==> src/design/ict_pkg.sv <==
// How it works
// - track clocks, reads and writes per instruction
// - add address time where entry is additive
// - clear/invert ops: register 4/6, memory 8/12
// - decimal negate, test-set, zero compare figures
// - set on condition depends on outcome in register form only
// - register shifts take 6+2n or 8+2n
// - memory shifts word only, 8 clocks
// - dynamic bit ops figures
// - static bit ops figures
// - register bit changes need data register
// - conditional branch taken versus not taken
// - goto, call, bounds check, overflow trap
// - decrement and branch three outcomes
// - jump and call by addressing mode
// - load and push address by mode
// - multi transfer memory to registers
// - multi transfer registers to memory
// - index size does not change timing
package ict_pkg;
    ////////////////////////////////////////////////////////////////////////
    // widths and bus cycle timing
    localparam int CLK_W = 10; // total clock figure width
    localparam int CNT_W = 6; // read or write count width
    localparam logic [1:0] BUS_LAST_PH = 2'h3; // four clocks per bus cycle
    localparam int BUS_SHIFT = 2; // bus clocks = cycles times four
    localparam logic [CLK_W-1:0] CLK_ZERO = 10'h000;
    localparam logic [CNT_W-1:0] CNT_ONE = 6'h01;

    ////////////////////////////////////////////////////////////////////////
    // instruction classes handled here
    typedef enum logic [4:0] {
        OP_CLEAR = 5'h00, OP_INV = 5'h01, OP_INVX = 5'h02, OP_BNOT = 5'h03,
        OP_DECNEG = 5'h04, OP_SETCOND = 5'h05, OP_TESTSET = 5'h06,
        OP_TOZERO = 5'h07, OP_ASHIFT = 5'h08, OP_LSHIFT = 5'h09,
        OP_ROT = 5'h0a, OP_ROTX = 5'h0b, OP_BTOG = 5'h0c, OP_BIT_CLEAR = 5'h0d,
        OP_BIT_SET = 5'h0e, OP_BTEST = 5'h0f, OP_CONDBR = 5'h10,
        OP_GOTO = 5'h11, OP_CALLREL = 5'h12, OP_BOUNDS = 5'h13,
        OP_OVFTRAP = 5'h14, OP_DECBR = 5'h15, OP_JUMP = 5'h16,
        OP_CALLABS = 5'h17, OP_LOADEA = 5'h18, OP_PUSHEA = 5'h19,
        OP_MREG_LD = 5'h1a, OP_MREG_ST = 5'h1b
    } ict_op_t;

    // operand size
    typedef enum logic [1:0] {SZ_BYTE = 2'h0, SZ_WORD = 2'h1, SZ_LONG = 2'h2} ict_size_t;

    // control addressing modes; displacement, short absolute and pc
    // relative share one timing class, both index forms share another
    typedef enum logic [2:0] {
        AM_IND = 3'h0, AM_POST = 3'h1, AM_PRE = 3'h2, AM_DISP = 3'h3,
        AM_INDEX = 3'h4, AM_ABSL = 3'h5
    } ict_am_t;

    // sequencer states, one-hot
    typedef enum logic [2:0] {ST_IDLE = 3'h1, ST_BUS = 3'h2, ST_INT = 3'h4} ict_state_t;
endpackage

==> src/design/ict_cnt.sv <==
`timescale 1ns/1ps
// loadable down counter with zero flag
module ict_cnt #(
    parameter int W = 6
) (
    input wire logic clk,
    input wire logic srst,
    input wire logic load,
    input wire logic [W-1:0] load_val,
    input wire logic dec,
    output logic [W-1:0] count,
    output logic zero
);
    typedef struct packed {
        logic [W-1:0] cnt; // remaining units
    } ict_cnt_state_t;

    ict_cnt_state_t s_reg;
    ict_cnt_state_t s_next;

    // load wins over decrement; decrement at zero holds
    always_comb begin
        s_next = s_reg;
        if (load) begin
            s_next.cnt = load_val;
        end else if (dec && s_reg.cnt != '0) begin
            s_next.cnt = s_reg.cnt - W'(1);
        end
    end

    always_ff @(posedge clk) begin
        if (srst) begin
            s_reg <= '0;
        end else begin
            s_reg <= s_next;
        end
    end

    assign count = s_reg.cnt;
    assign zero = (s_reg.cnt == '0);
endmodule

==> src/design/ict_core.sv <==
`timescale 1ns/1ps
// instruction cycle timing sequencer
module ict_core (
    input wire logic clk,
    input wire logic srst,
    input wire logic start, // take one instruction while idle
    input wire ict_pkg::ict_op_t op, // instruction class
    input wire ict_pkg::ict_size_t size, // operand size
    input wire logic mem_operand, // operand in memory, else register
    input wire logic addr_reg_target, // register form names an address reg
    input wire logic cond_true, // condition or branch outcome
    input wire logic count_expired, // loop counter ran out
    input wire logic disp_word, // word displacement, else byte
    input wire logic bit_static, // bit number from extension word
    input wire ict_pkg::ict_am_t amode, // control addressing mode
    input wire logic [5:0] shift_cnt, // shift count n
    input wire logic [4:0] reg_cnt, // registers moved n
    input wire logic [7:0] ea_clk, // address calculation clocks
    input wire logic [3:0] ea_rd, // address calculation reads
    input wire logic [3:0] ea_wr, // address calculation writes
    input wire logic bus_ready, // partner ends bus cycle this clock
    output logic busy,
    output logic done, // one-cycle pulse after last clock
    output logic fault, // illegal form refused
    output logic bus_rd, // read cycle in progress
    output logic bus_wr, // write cycle in progress
    output logic [9:0] tot_clk,
    output logic [5:0] tot_rd,
    output logic [5:0] tot_wr
);
    ////////////////////////////////////////////////////////////////////////
    // state
    typedef struct packed {
        ict_pkg::ict_state_t st;
        logic [1:0] ph; // clock within bus cycle
        logic busy;
        logic done;
        logic fault;
        logic bus_rd;
        logic bus_wr;
        logic [9:0] tot_clk;
        logic [5:0] tot_rd;
        logic [5:0] tot_wr;
        logic [9:0] seen_clk; // busy cycles since take, checking only
        logic [9:0] seen_wait; // wait states since take, checking only
        logic [5:0] seen_rd; // finished reads, checking only
        logic [5:0] seen_wr; // finished writes, checking only
    } ict_core_state_t;

    localparam ict_core_state_t RESET_S = '{st: ict_pkg::ST_IDLE, default: '0};

    ict_core_state_t s_reg;
    ict_core_state_t s_next;

    logic [21:0] lk; // {clocks, reads, writes} of the base entry
    logic lk_add; // entry needs address time added
    logic lk_bad; // form does not exist
    logic [9:0] t_clk;
    logic [5:0] t_rd;
    logic [5:0] t_wr;
    logic [9:0] t_int; // clocks left after the bus cycles
    logic take;
    logic rd_dec;
    logic wr_dec;
    logic [5:0] rd_left;
    logic [5:0] wr_left;
    logic [9:0] int_left;
    logic rd_zero;
    logic wr_zero;
    logic int_zero;
    logic bus_end; // bus cycle finishes this clock
    logic last_bus;
    logic is_long;

    function automatic logic [21:0] fig(logic [9:0] c, logic [5:0] r, logic [5:0] w);
        fig = {c, r, w};
    endfunction

    ////////////////////////////////////////////////////////////////////////
    // base figure lookup, every figure includes the next fetch
    always_comb begin
        is_long = (size == ict_pkg::SZ_LONG);
        lk = fig(10'h004, 6'h01, 6'h00);
        lk_add = mem_operand;
        lk_bad = 1'b0;
        unique case (op)
            ict_pkg::OP_CLEAR, ict_pkg::OP_INV, ict_pkg::OP_INVX, ict_pkg::OP_BNOT: begin
                if (mem_operand) begin
                    lk = is_long ? fig(10'h00c, 6'h01, 6'h02) : fig(10'h008, 6'h01, 6'h01);
                end else begin
                    lk = is_long ? fig(10'h006, 6'h01, 6'h00) : fig(10'h004, 6'h01, 6'h00);
                end
            end
            ict_pkg::OP_DECNEG: begin
                lk = mem_operand ? fig(10'h008, 6'h01, 6'h01) : fig(10'h006, 6'h01, 6'h00);
            end
            ict_pkg::OP_TESTSET: begin
                lk = mem_operand ? fig(10'h00e, 6'h02, 6'h01) : fig(10'h004, 6'h01, 6'h00);
            end
            ict_pkg::OP_TOZERO: begin
                lk = fig(10'h004, 6'h01, 6'h00);
            end
            ict_pkg::OP_SETCOND: begin
                if (mem_operand) begin
                    lk = fig(10'h008, 6'h01, 6'h01);
                end else begin
                    lk = cond_true ? fig(10'h006, 6'h01, 6'h00) : fig(10'h004, 6'h01, 6'h00);
                end
            end
            ict_pkg::OP_ASHIFT, ict_pkg::OP_LSHIFT, ict_pkg::OP_ROT, ict_pkg::OP_ROTX: begin
                if (mem_operand) begin
                    // memory form shifts one word by one place only
                    lk = fig(10'h008, 6'h01, 6'h01);
                    lk_bad = (size != ict_pkg::SZ_WORD);
                end else begin
                    lk = fig((is_long ? 10'h008 : 10'h006) + {3'h0, shift_cnt, 1'b0},
                             6'h01, 6'h00);
                end
            end
            ict_pkg::OP_BTOG, ict_pkg::OP_BIT_SET, ict_pkg::OP_BIT_CLEAR, ict_pkg::OP_BTEST: begin
                if (mem_operand) begin
                    if (op == ict_pkg::OP_BTEST) begin
                        lk = bit_static ? fig(10'h008, 6'h02, 6'h00) : fig(10'h004, 6'h01, 6'h00);
                    end else begin
                        lk = bit_static ? fig(10'h00c, 6'h02, 6'h01) : fig(10'h008, 6'h01, 6'h01);
                    end
                end else begin
                    unique case (op)
                        ict_pkg::OP_BIT_CLEAR: lk = bit_static ? fig(10'h00e, 6'h02, 6'h00)
                                                          : fig(10'h00a, 6'h01, 6'h00);
                        ict_pkg::OP_BTEST: lk = bit_static ? fig(10'h00a, 6'h02, 6'h00)
                                                           : fig(10'h006, 6'h01, 6'h00);
                        default: lk = bit_static ? fig(10'h00c, 6'h02, 6'h00)
                                                 : fig(10'h008, 6'h01, 6'h00);
                    endcase
                    // bit change figures hold for data registers only; bit test also takes address registers
                    lk_bad = addr_reg_target && (op != ict_pkg::OP_BTEST);
                end
            end
            ict_pkg::OP_CONDBR: begin
                lk_add = 1'b0;
                if (cond_true) begin
                    lk = fig(10'h00a, 6'h02, 6'h00);
                end else begin
                    lk = disp_word ? fig(10'h00c, 6'h02, 6'h00) : fig(10'h008, 6'h01, 6'h00);
                end
            end
            ict_pkg::OP_GOTO: begin
                lk_add = 1'b0;
                lk = fig(10'h00a, 6'h02, 6'h00);
            end
            ict_pkg::OP_CALLREL: begin
                lk_add = 1'b0;
                lk = fig(10'h012, 6'h02, 6'h02);
            end
            ict_pkg::OP_BOUNDS: begin
                lk_add = 1'b1;
                lk = fig(10'h00a, 6'h01, 6'h00);
            end
            ict_pkg::OP_OVFTRAP: begin
                lk_add = 1'b0;
                lk = fig(10'h004, 6'h01, 6'h00);
            end
            ict_pkg::OP_DECBR: begin
                lk_add = 1'b0;
                if (cond_true) begin
                    lk = fig(10'h00c, 6'h02, 6'h00);
                end else begin
                    lk = count_expired ? fig(10'h00e, 6'h03, 6'h00) : fig(10'h00a, 6'h02, 6'h00);
                end
            end
            ict_pkg::OP_JUMP, ict_pkg::OP_CALLABS, ict_pkg::OP_LOADEA, ict_pkg::OP_PUSHEA: begin
                // address time is already folded into these entries;
                // both index forms share one row whatever the index size
                lk_add = 1'b0;
                lk_bad = (amode == ict_pkg::AM_POST) || (amode == ict_pkg::AM_PRE);
                unique case (op)
                    ict_pkg::OP_JUMP: lk = (amode == ict_pkg::AM_IND) ? fig(10'h008, 6'h02, 6'h00)
                        : (amode == ict_pkg::AM_INDEX) ? fig(10'h00e, 6'h03, 6'h00)
                        : (amode == ict_pkg::AM_ABSL) ? fig(10'h00c, 6'h03, 6'h00)
                        : fig(10'h00a, 6'h02, 6'h00);
                    ict_pkg::OP_CALLABS: lk = (amode == ict_pkg::AM_IND) ? fig(10'h010, 6'h02, 6'h02)
                        : (amode == ict_pkg::AM_INDEX) ? fig(10'h016, 6'h02, 6'h02)
                        : (amode == ict_pkg::AM_ABSL) ? fig(10'h014, 6'h03, 6'h02)
                        : fig(10'h012, 6'h02, 6'h02);
                    ict_pkg::OP_LOADEA: lk = (amode == ict_pkg::AM_IND) ? fig(10'h004, 6'h01, 6'h00)
                        : (amode == ict_pkg::AM_INDEX) ? fig(10'h00c, 6'h02, 6'h00)
                        : (amode == ict_pkg::AM_ABSL) ? fig(10'h00c, 6'h03, 6'h00)
                        : fig(10'h008, 6'h02, 6'h00);
                    default: lk = (amode == ict_pkg::AM_IND) ? fig(10'h00c, 6'h01, 6'h02)
                        : (amode == ict_pkg::AM_INDEX) ? fig(10'h014, 6'h02, 6'h02)
                        : (amode == ict_pkg::AM_ABSL) ? fig(10'h014, 6'h03, 6'h02)
                        : fig(10'h010, 6'h02, 6'h02);
                endcase
            end
            ict_pkg::OP_MREG_LD: begin
                lk_add = 1'b0;
                lk_bad = (amode == ict_pkg::AM_PRE);
                lk[21:12] = ((amode == ict_pkg::AM_DISP) ? 10'h010
                           : (amode == ict_pkg::AM_INDEX) ? 10'h012
                           : (amode == ict_pkg::AM_ABSL) ? 10'h014 : 10'h00c)
                           + (is_long ? {2'h0, reg_cnt, 3'h0} : {3'h0, reg_cnt, 2'h0});
                // long post-increment keeps its single-read-per-register count
                lk[11:6] = ((amode == ict_pkg::AM_DISP || amode == ict_pkg::AM_INDEX) ? 6'h04
                          : (amode == ict_pkg::AM_ABSL) ? 6'h05 : 6'h03)
                          + ((is_long && amode != ict_pkg::AM_POST) ? {reg_cnt, 1'b0}
                                                                     : {1'b0, reg_cnt});
                lk[5:0] = 6'h00;
            end
            ict_pkg::OP_MREG_ST: begin
                lk_add = 1'b0;
                lk_bad = (amode == ict_pkg::AM_POST);
                lk[21:12] = ((amode == ict_pkg::AM_DISP) ? 10'h00c
                           : (amode == ict_pkg::AM_INDEX) ? 10'h00e
                           : (amode == ict_pkg::AM_ABSL) ? 10'h010 : 10'h008)
                           + (is_long ? {2'h0, reg_cnt, 3'h0} : {3'h0, reg_cnt, 2'h0});
                lk[11:6] = (amode == ict_pkg::AM_DISP || amode == ict_pkg::AM_INDEX) ? 6'h03
                         : (amode == ict_pkg::AM_ABSL) ? 6'h04 : 6'h02;
                lk[5:0] = is_long ? {reg_cnt, 1'b0} : {1'b0, reg_cnt};
            end
        endcase
    end

    ////////////////////////////////////////////////////////////////////////
    // totals: base entry plus address calculation where additive
    always_comb begin
        t_clk = lk[21:12] + (lk_add ? {2'h0, ea_clk} : ict_pkg::CLK_ZERO);
        t_rd = lk[11:6] + (lk_add ? {2'h0, ea_rd} : 6'h00);
        t_wr = lk[5:0] + (lk_add ? {2'h0, ea_wr} : 6'h00);
        // every bus cycle is four clocks, the rest is internal work
        t_int = t_clk - ({4'h0, t_rd + t_wr} << ict_pkg::BUS_SHIFT);
    end

    ////////////////////////////////////////////////////////////////////////
    // remaining reads, writes and internal clocks
    assign take = s_reg.st[0] && start;
    assign bus_end = s_reg.st[1] && (s_reg.ph == ict_pkg::BUS_LAST_PH) && bus_ready;
    assign rd_dec = bus_end && !rd_zero; // reads run first
    assign wr_dec = bus_end && rd_zero && !wr_zero;
    assign last_bus = (rd_left == ict_pkg::CNT_ONE && wr_zero)
                   || (rd_zero && wr_left == ict_pkg::CNT_ONE);

    ict_cnt #(.W(6)) u_rd_left (.clk(clk), .srst(srst), .load(take), .load_val(t_rd),
        .dec(rd_dec), .count(rd_left), .zero(rd_zero));
    ict_cnt #(.W(6)) u_wr_left (.clk(clk), .srst(srst), .load(take), .load_val(t_wr),
        .dec(wr_dec), .count(wr_left), .zero(wr_zero));
    ict_cnt #(.W(10)) u_int_left (.clk(clk), .srst(srst), .load(take), .load_val(t_int),
        .dec(s_reg.st[2]), .count(int_left), .zero(int_zero));

    ////////////////////////////////////////////////////////////////////////
    // sequencer
    always_comb begin
        s_next = s_reg;
        s_next.done = 1'b0;
        if (s_reg.busy) begin
            s_next.seen_clk = s_reg.seen_clk + 10'h001;
        end
        unique case (s_reg.st)
            ict_pkg::ST_IDLE: begin
                if (take && lk_bad) begin
                    // unsupported form: refuse at once, no bus traffic
                    s_next.fault = 1'b1;
                    s_next.done = 1'b1;
                end else if (take) begin
                    s_next = RESET_S;
                    s_next.st = ict_pkg::ST_BUS;
                    s_next.busy = 1'b1;
                    s_next.bus_rd = 1'b1; // every form fetches, so a read comes first
                    s_next.tot_clk = t_clk;
                    s_next.tot_rd = t_rd;
                    s_next.tot_wr = t_wr;
                end
            end
            ict_pkg::ST_BUS: begin
                if (s_reg.ph != ict_pkg::BUS_LAST_PH) begin
                    s_next.ph = s_reg.ph + 2'h1;
                end else if (!bus_ready) begin
                    // wait state stretches the instruction, not the figures
                    s_next.seen_wait = s_reg.seen_wait + 10'h001;
                end else begin
                    s_next.ph = 2'h0;
                    s_next.seen_rd = s_reg.seen_rd + {5'h00, rd_dec};
                    s_next.seen_wr = s_reg.seen_wr + {5'h00, wr_dec};
                    s_next.bus_rd = rd_dec && (rd_left > ict_pkg::CNT_ONE);
                    s_next.bus_wr = !(rd_dec && (rd_left > ict_pkg::CNT_ONE));
                    if (last_bus) begin
                        s_next.bus_rd = 1'b0;
                        s_next.bus_wr = 1'b0;
                        s_next.st = int_zero ? ict_pkg::ST_IDLE : ict_pkg::ST_INT;
                        s_next.busy = !int_zero;
                        s_next.done = int_zero;
                    end
                end
            end
            ict_pkg::ST_INT: begin
                if (int_left == 10'h001) begin
                    s_next.st = ict_pkg::ST_IDLE;
                    s_next.busy = 1'b0;
                    s_next.done = 1'b1;
                end
            end
            default: s_next = RESET_S;
        endcase
    end

    always_ff @(posedge clk) begin
        if (srst) begin
            s_reg <= RESET_S;
        end else begin
            s_reg <= s_next;
        end
    end

    assign busy = s_reg.busy;
    assign done = s_reg.done;
    assign fault = s_reg.fault;
    assign bus_rd = s_reg.bus_rd;
    assign bus_wr = s_reg.bus_wr;
    assign tot_clk = s_reg.tot_clk;
    assign tot_rd = s_reg.tot_rd;
    assign tot_wr = s_reg.tot_wr;

    ////////////////////////////////////////////////////////////////////////
    // checks
    property p_len;
        @(posedge clk) disable iff (srst) (done && !fault) |-> s_reg.seen_clk == tot_clk + s_reg.seen_wait;
    endproperty
    a_len: assert property (p_len) else $error("busy time differs from total");
    property p_rdcnt;
        @(posedge clk) disable iff (srst) (done && !fault) |-> s_reg.seen_rd == tot_rd && s_reg.seen_wr == tot_wr;
    endproperty
    a_rdcnt: assert property (p_rdcnt) else $error("bus cycle count differs");
    property p_excl;
        @(posedge clk) disable iff (srst) !(bus_rd && bus_wr);
    endproperty
    a_excl: assert property (p_excl) else $error("read and write together");
    property p_cyc;
        @(posedge clk) disable iff (srst) $rose(bus_wr) |-> bus_wr [*4];
    endproperty
    a_cyc: assert property (p_cyc) else $error("write cycle under four clocks");
    property p_ea;
        @(posedge clk) disable iff (srst) (take && op == ict_pkg::OP_CLEAR && mem_operand
            && size == ict_pkg::SZ_WORD) |=> tot_clk == 10'h008 + {2'h0, $past(ea_clk)};
    endproperty
    a_ea: assert property (p_ea) else $error("address time not added");
    property p_shift;
        @(posedge clk) disable iff (srst) (take && op == ict_pkg::OP_ROT && !mem_operand
            && size == ict_pkg::SZ_LONG) |=> tot_clk == 10'h008 + {3'h0, $past(shift_cnt), 1'b0};
    endproperty
    a_shift: assert property (p_shift) else $error("register shift time wrong");
    property p_mshift;
        @(posedge clk) disable iff (srst) (take && op == ict_pkg::OP_LSHIFT && mem_operand
            && size == ict_pkg::SZ_LONG) |=> fault && done && !busy;
    endproperty
    a_mshift: assert property (p_mshift) else $error("long memory shift accepted");
    property p_br;
        @(posedge clk) disable iff (srst) (take && op == ict_pkg::OP_CONDBR && cond_true)
            |=> tot_clk == 10'h00a && tot_rd == 6'h02 && tot_wr == 6'h00;
    endproperty
    a_br: assert property (p_br) else $error("taken branch figures wrong");
    property p_call;
        @(posedge clk) disable iff (srst) (take && op == ict_pkg::OP_CALLABS
            && amode == ict_pkg::AM_INDEX) |=> tot_clk == 10'h016 && tot_wr == 6'h02;
    endproperty
    a_call: assert property (p_call) else $error("indexed call figures wrong");
endmodule

==> config.mk <==
export PLATFORM = sky130hd
export DESIGN_NAME = ict_core
export DESIGN_NICKNAME = d
export VERILOG_FILES = /design/src/design/ict_pkg.sv /design/src/design/ict_cnt.sv /design/src/design/ict_core.sv
export SDC_FILE = /design/constraint.sdc
export NUM_CORES = 1
export LEC_CHECK = 0
export BUFFER_PORTS_ARGS = -buffer_cell sky130_fd_sc_hd__buf_4
export CAP_MARGIN = 25
export CORE_MARGIN = 4
export CORE_UTILIZATION = 45
export CTS_CLUSTER_DIAMETER = 100
export DETAILED_ROUTE_END_ITERATION = 12
export SYNTH_ARGS = -nofsm -noshare
export SYNTH_HDL_FRONTEND = slang
export SYNTH_SLANG_ARGS = --single-unit
==> constraint.sdc <==
create_clock -name clk -period 11.2 [get_ports clk]
set_input_delay 1.68 -clock clk [delete_from_list [all_inputs] [get_ports clk]]
set_output_delay 1.68 -clock clk [all_outputs]
set_load 0.02 [all_outputs]
After elaboration in Yosys (flattened, before gate mapping)
Index checks and enable logic that the tools add are counted.

Register bits after elaboration: 64. Input port bits: 47. Output and inout bits: 27. Word-level logic and storage cells: 212.

$add $sub $neg: 14. Magnitude comparators: 1. Equal/unequal tests: 52. Muxes and demuxes: 84. Bitwise operators: 2. Reductions and logical operators: 45.

Operators by type and width (count): case mux 22 bit (15 select lines) (1); 2-to-1 mux 15 bit (18); 2-to-1 mux 16 bit (8); 2-to-1 mux 64 bit (1); case mux 32 bit (2 select lines) (1); equality test 5 bit (second input constant) (12); 2-to-1 mux 56 bit (1); case mux 17 bit (3 select lines) (1); 2-to-1 mux 6 bit (7); equality test 5 x 4 -> 1 bit (second input constant) (8); case mux 16 bit (2 select lines) (1); 2-to-1 mux 10 bit (3); 2-to-1 mux 5 bit (6); 2-to-1 mux 14 bit (2); 2-to-1 mux 3 bit (8); 2-to-1 mux 22 bit (1); equality test 5 x 3 -> 1 bit (second input constant) (4); 2-to-1 mux 20 bit (1); case mux 2 bit (3 select lines) (3); 2-to-1 mux 17 bit (1); 2-to-1 mux 2 bit (8); 2-to-1 mux 8 bit (2); OR reduction 4 bit (4); logical AND 1 bit (15); 49 further kinds (81).

Depth between registers and ports, before layout
Depth in word-level cells: 10. Mapped depth: 26. Gate-level depth less buffers: 26.

Cells and area by module
A second synthesis with hierarchy kept.

Cell total of the unflattened synthesis: 739. Area, all modules: 5865.6 µm².

Modules (own cells, without submodules): ict_core (times used 1, cells each 583, area each 4495.6 µm², sequential area each 640.6 µm²); ict_cnt at u_rd_left ... (times used 2, cells each 42, area each 371.6 µm², sequential area each 120.1 µm²); ict_cnt at u_int_left (times used 1, cells each 72, area each 626.9 µm², sequential area each 200.2 µm²).

Least setup slack after synthesis
No wires, ideal clock.

Kind: input-to-reg. From: in amode[2]. To: reg u_int_left.s_reg (netlist bit u_int_left.count[9]). Setup time: 0.086 ns. Arrival time: 6.433 ns. Data required time: 11.114 ns. Path slack: 4.681 ns. Cell stages on the path: 26. Buffers on the path: 1. Cells stage by stage: clkbuf_1 > nor3b_2 > nand2b_1 > and2_1 > ha_1 > fa_1 > nor2b_1 > o32ai_1 > a221o_1 > ha_1 > a21o_1 > a21oi_1 > xnor2_1 > ha_1 > o21ai_0 > o21ai_0 > a211oi_1 > o21ai_0 > mux2i_1 > a211oi_1 > ha_1 > a21oi_1 > inv_1 > nor4b_1 > a211oi_1 > a211oi_1.

Cells in the longest elaborated chain, start to end: 10. Elaborated cells on any way between the ends: 41. Those cells by class: add/sub: 8; eq/ne: 4; mux: 26; reduce/logical: 3.

Ends and longest elaborated chain: start: declaration (line ict_core.sv:15) `input wire ict_pkg::ict_am_t amode,`; branches (longest 5 deep; another with adder 3 x 6 -> 6 bit); case mux 22 bit (15 select lines) (*) (line ict_core.sv:86) `unique case (op)`; adder 6 x 4 -> 6 bit (line ict_core.sv:228) `t_rd = lk[11:6] + (lk_add ? {2'h0, ea_rd} : 6'h00);`; adder 6 bit (line ict_core.sv:231) `t_int = t_clk - ({4'h0, t_rd + t_wr} << ict_pkg::BUS_SHIFT);`; subtractor 10 x 8 -> 10 bit (*) (line ict_core.sv:231); 2-to-1 mux 10 bit (*) (line ict_cnt.sv:24) `if (load) begin`; end signal: assignment (line ict_cnt.sv:35) `s_reg <= s_next;`; end: declaration (line ict_cnt.sv:18) `ict_cnt_state_t s_reg;`.

Every way passes the cells marked *. A chain may end at the register's enable or synchronous reset.

Final worst setup path
From: in size[0]. To: reg u_int_left.s_reg (netlist bit u_int_left.count[9]).

Cells in the longest elaborated chain, start to end: 9. Elaborated cells on any way between the ends: 21. Those cells by class: add/sub: 9; eq/ne: 1; mux: 10; reduce/logical: 1.

Ends and longest elaborated chain: start: declaration (line ict_core.sv:8) `input wire ict_pkg::ict_size_t size,`; equality test 2 bit (*) (line ict_core.sv:82) `is_long = (size == ict_pkg::SZ_LONG);`; logical AND 1 bit (line ict_core.sv:206) `+ ((is_long && amode != ict_pkg::AM_POST) ? {reg_cnt, 1'b0}`; 2-to-1 mux 6 bit (line ict_core.sv:206); adder 3 x 6 -> 6 bit (line ict_core.sv:206); case mux 22 bit (15 select lines) (*) (line ict_core.sv:86); adder 6 x 4 -> 6 bit (line ict_core.sv:228); adder 6 bit (line ict_core.sv:231); subtractor 10 x 8 -> 10 bit (*) (line ict_core.sv:231); 2-to-1 mux 10 bit (*) (line ict_cnt.sv:24).

Mark *: on every way between the ends. The rest lies on a longest branch, timed or not.

==> implementation parameters <==
Parameter                              Value

Worst setup path
  Top cell family by delay on the critical path ... compound AO/OA/AOI/OAI gates
  Highest-delay cell along the critical path ... sky130_fd_sc_hd__fa_1
  Critical path data arrival time ... 7.79 ns
  Required @ worst endpoint ... 11.41 ns
  Buf+Inv Stages, Crit Path ... 3
  Most prevalent standard cell on the critical path ... sky130_fd_sc_hd__a211oi_1
  Worst Setup Path Type ... in2reg
  Critical path startpoint category ... input pin
  Worst Setup End Kind ... flip-flop
  Max stage delay on crit path ... 0.49 ns
  Maximum net fanout on the critical path ... 14

Hold path
  Tightest Hold Check Type ... reg2reg

Global route
  Number of antenna violations at the first check in global routing ... 0
  Total GRT Usage ... 0.238
  Pin count of the biggest net entering global routing ... 36
  Number of global-route vias before repair ... 5445
  GRT overflow ... 0
  First-pass GRT wire length ... 28.3 mm

Floorplan
  Initial core utilization ... 0.462
  Overall die area ... 14900 um^2
  Floorplan die height ... 122 um
  Top-level port count ... 74
  Core ar. ... 12700 um^2
  Placement Rows ... 41
  Die width ... 122 um

Timing
  Transition time at the pin with the least slew margin ... 1.04 ns
  Least setup slack across all paths after layout ... 3.62 ns
  Final setup fails ... 0
  Final-report max-slew violation count ... 0
  Crit share post-route ... 0.677
  Final Hold Vio Count ... 0
  Total Neg Setup Slack ... 0 ns
  FMAX ... 0.132 GHz
  Period minus WS final ... 7.58 ns
  Relative max-transition margin ... 0.308
  Unrepaired setup endpoints after global routing ... no
  Clock Skews ... 0.0137 ns

CTS
  TritonCTS clock tree ... done
  Worst-skew pair later-pin latency ... 0.30 ns
  Number of buffers on the longest clock path ... 2
  CTS Root Cell ... sky130_fd_sc_hd__clkbuf_16
  Total clock sinks ... 54
  CTS Buf Count ... 5
  CTS clock-pin slew for the worst setup and hold paths ... 0.07 ns
  Depth of the CTS H-tree ... 2
  Number of hold buffers added after cts ... 0
  Setup bufs post-CTS ... 0
  Post-cts gate resize count ... 0

Yosys
  Register area share after synthesis ... 0.184
  Cell count after synthesis ... 770
  FF+latch count, synth ... 54
  Netlist Area Pre-Place ... 5880 um^2
  YS warnings ... 0
  Number of different library cells in the post-synthesis netlist ... 82
  Leading register cell type out of synthesis ... sky130_fd_sc_hd__dfxtp_1
  Total nets after synthesis ... 874
  Share of flip-flops with an asynchronous set or reset after synthesis ... 0
  Average footprint of a synthesized cell ... 7.63 um^2
  Number of enable-type register cells in the synthesized netlist ... 0

Route
  Number of routed nets with antenna violations ... 0
  Iteration-0 DRC count of the detailed router ... 548
  Vias post-DR ... 5810
  Routed vias/inst ... 6.02
  Post-route DRC violation count ... 0
  Total routed wirelength ... 17.9 mm
  Number of optimization iterations in the first detailed-route pass ... 5
  Routed length per placed instance ... 18.5 um

Finish
  Ant diodes ... 0
  Filler cells ... 1296
  Final Net Count ... 896
  Layout cells sized above 1 ... 0.129
  Synthesis-to-layout area growth ... 10.6%

Power and ir drop
  Power density relative to cell area ... 114 nW/um^2
  Reported leakage power ... 0.00276 uW
  Peak supply drop ... 0.0000927 V

Run
  Count of max-cap constraint violations ... 0

Placed design
  Number of input and output port buffers inserted ... 73
  Detailed-placement wirelength estimate ... 14.0 mm
  Pre-CTS setup slack ... 3.46 ns
  Gpl congestion ... 0.983

Status
  Status ... finished, final reports clean
layer usage:
metal  vias up  routed length [um]  GRT usage
met2       242                7720      0.368
met3        24                1380     0.0502
li1       2816                   -          -
met4         0                 261     0.0483
met1      2728                8520      0.342
met5         -                   0          0
cell families (layout without fill, tap and decap cells):
family,count (synthesis),count (layout),share of synthesized area
compound gates,220,220,0.266
xor+xnor,45,45,0.0671
fa+ha+maj,57,57,0.133
buf+inv,103,126,0.0828
mux,9,9,0.0155
flops,54,54,0.184
simple gates,282,282,0.251
power by group:
| part | total, uW | internal [uW] | switching [uW] |
|---|---|---|---|
| combinational | 334 | 137 | 197 |
| sequential | 229 | 211 | 18.2 |
| clock | 174 | 106 | 68.1 |
area by class of cell:
class	instances	area [um^2]	share of cell area
clock buffers	7	133	0.0204
clock inverters	1	30.0	0.00462
inverters	43	161	0.0248
multi-input cells	613	4310	0.664
flip-flops and latches	54	1080	0.166
well taps	172	215	0.0331
repair buffers	75	563	0.0867
cell usage after synthesis (all sizes together) (9+ instances only):
cell type	count	area, um^2
dfxtp	54	1080
inv	42	158
xnor2	29	254
and2	23	144
ha	48	601
nand2	66	250
a211oi	28	220
a21o	13	97.6
a22o	18	158
a21oi	45	225
o21ai	40	200
nor2	68	255
clkbuf	23	86.3
nand2b	12	75.1
fa	9	180
nor2b	23	144
buf	37	239
nor3	18	95.1
xor2	16	140
nand3	20	105
worst register-to-register path, delay by kind of cell (launching register included):
family | cells | cell delay, ns
AO/OA/AOI/OAI | 2 | 0.62
flip-flops | 1 | 0.50
AND/OR/NAND/NOR | 3 | 1.17
buffers and inverters | 1 | 0.31
stage by stage:
stage	instance area [um^2]	instances	hold WS [ns]	power, uW	util
after floorplan	5880	770	0.439	475	-
after global placement	6330	957	0.452	554	0.498
after detailed placement	6330	957	0.455	561	0.498
after CTS	6500	965	0.471	739	0.511
after global routing	6500	965	0.494	788	0.511
final	6500	965	0.466	737	0.511
path summary, 6_finish.rpt:
| kind | start | slack [ns] | cells past startpoint | to |
|---|---|---|---|---|
| setup / recovery | size[0] | 3.62 | 25 | u_int_left.count[9] |
| hold / removal | tot_rd[5] | 0.47 | 1 | tot_rd[5] |
| setup reg to reg | s_reg[61] | 8.55 | 6 | tot_clk[9] |
| hold reg to reg | tot_rd[5] | 0.47 | 1 | tot_rd[5] |
cells in the final DEF, fill, tap and decap left out, drive strengths merged, types with 8 or more instances in the layout:
cell type	Yosys	layout
a22o	18	18
xnor2	29	29
nor3	18	18
a21oi	45	45
nor2b	23	23
nor2	68	68
o21a	8	8
ha	48	48
a21o	13	13
buf	37	75
dfxtp	54	54
nand2	66	66
a211oi	28	28
nand2b	12	12
nand3	20	20
mux2i	8	8
inv	42	42
and2	23	23
o21ai	40	40
xor2	16	16
fa	9	9
nor4	8	8
Power figures use the tool's default switching activity.
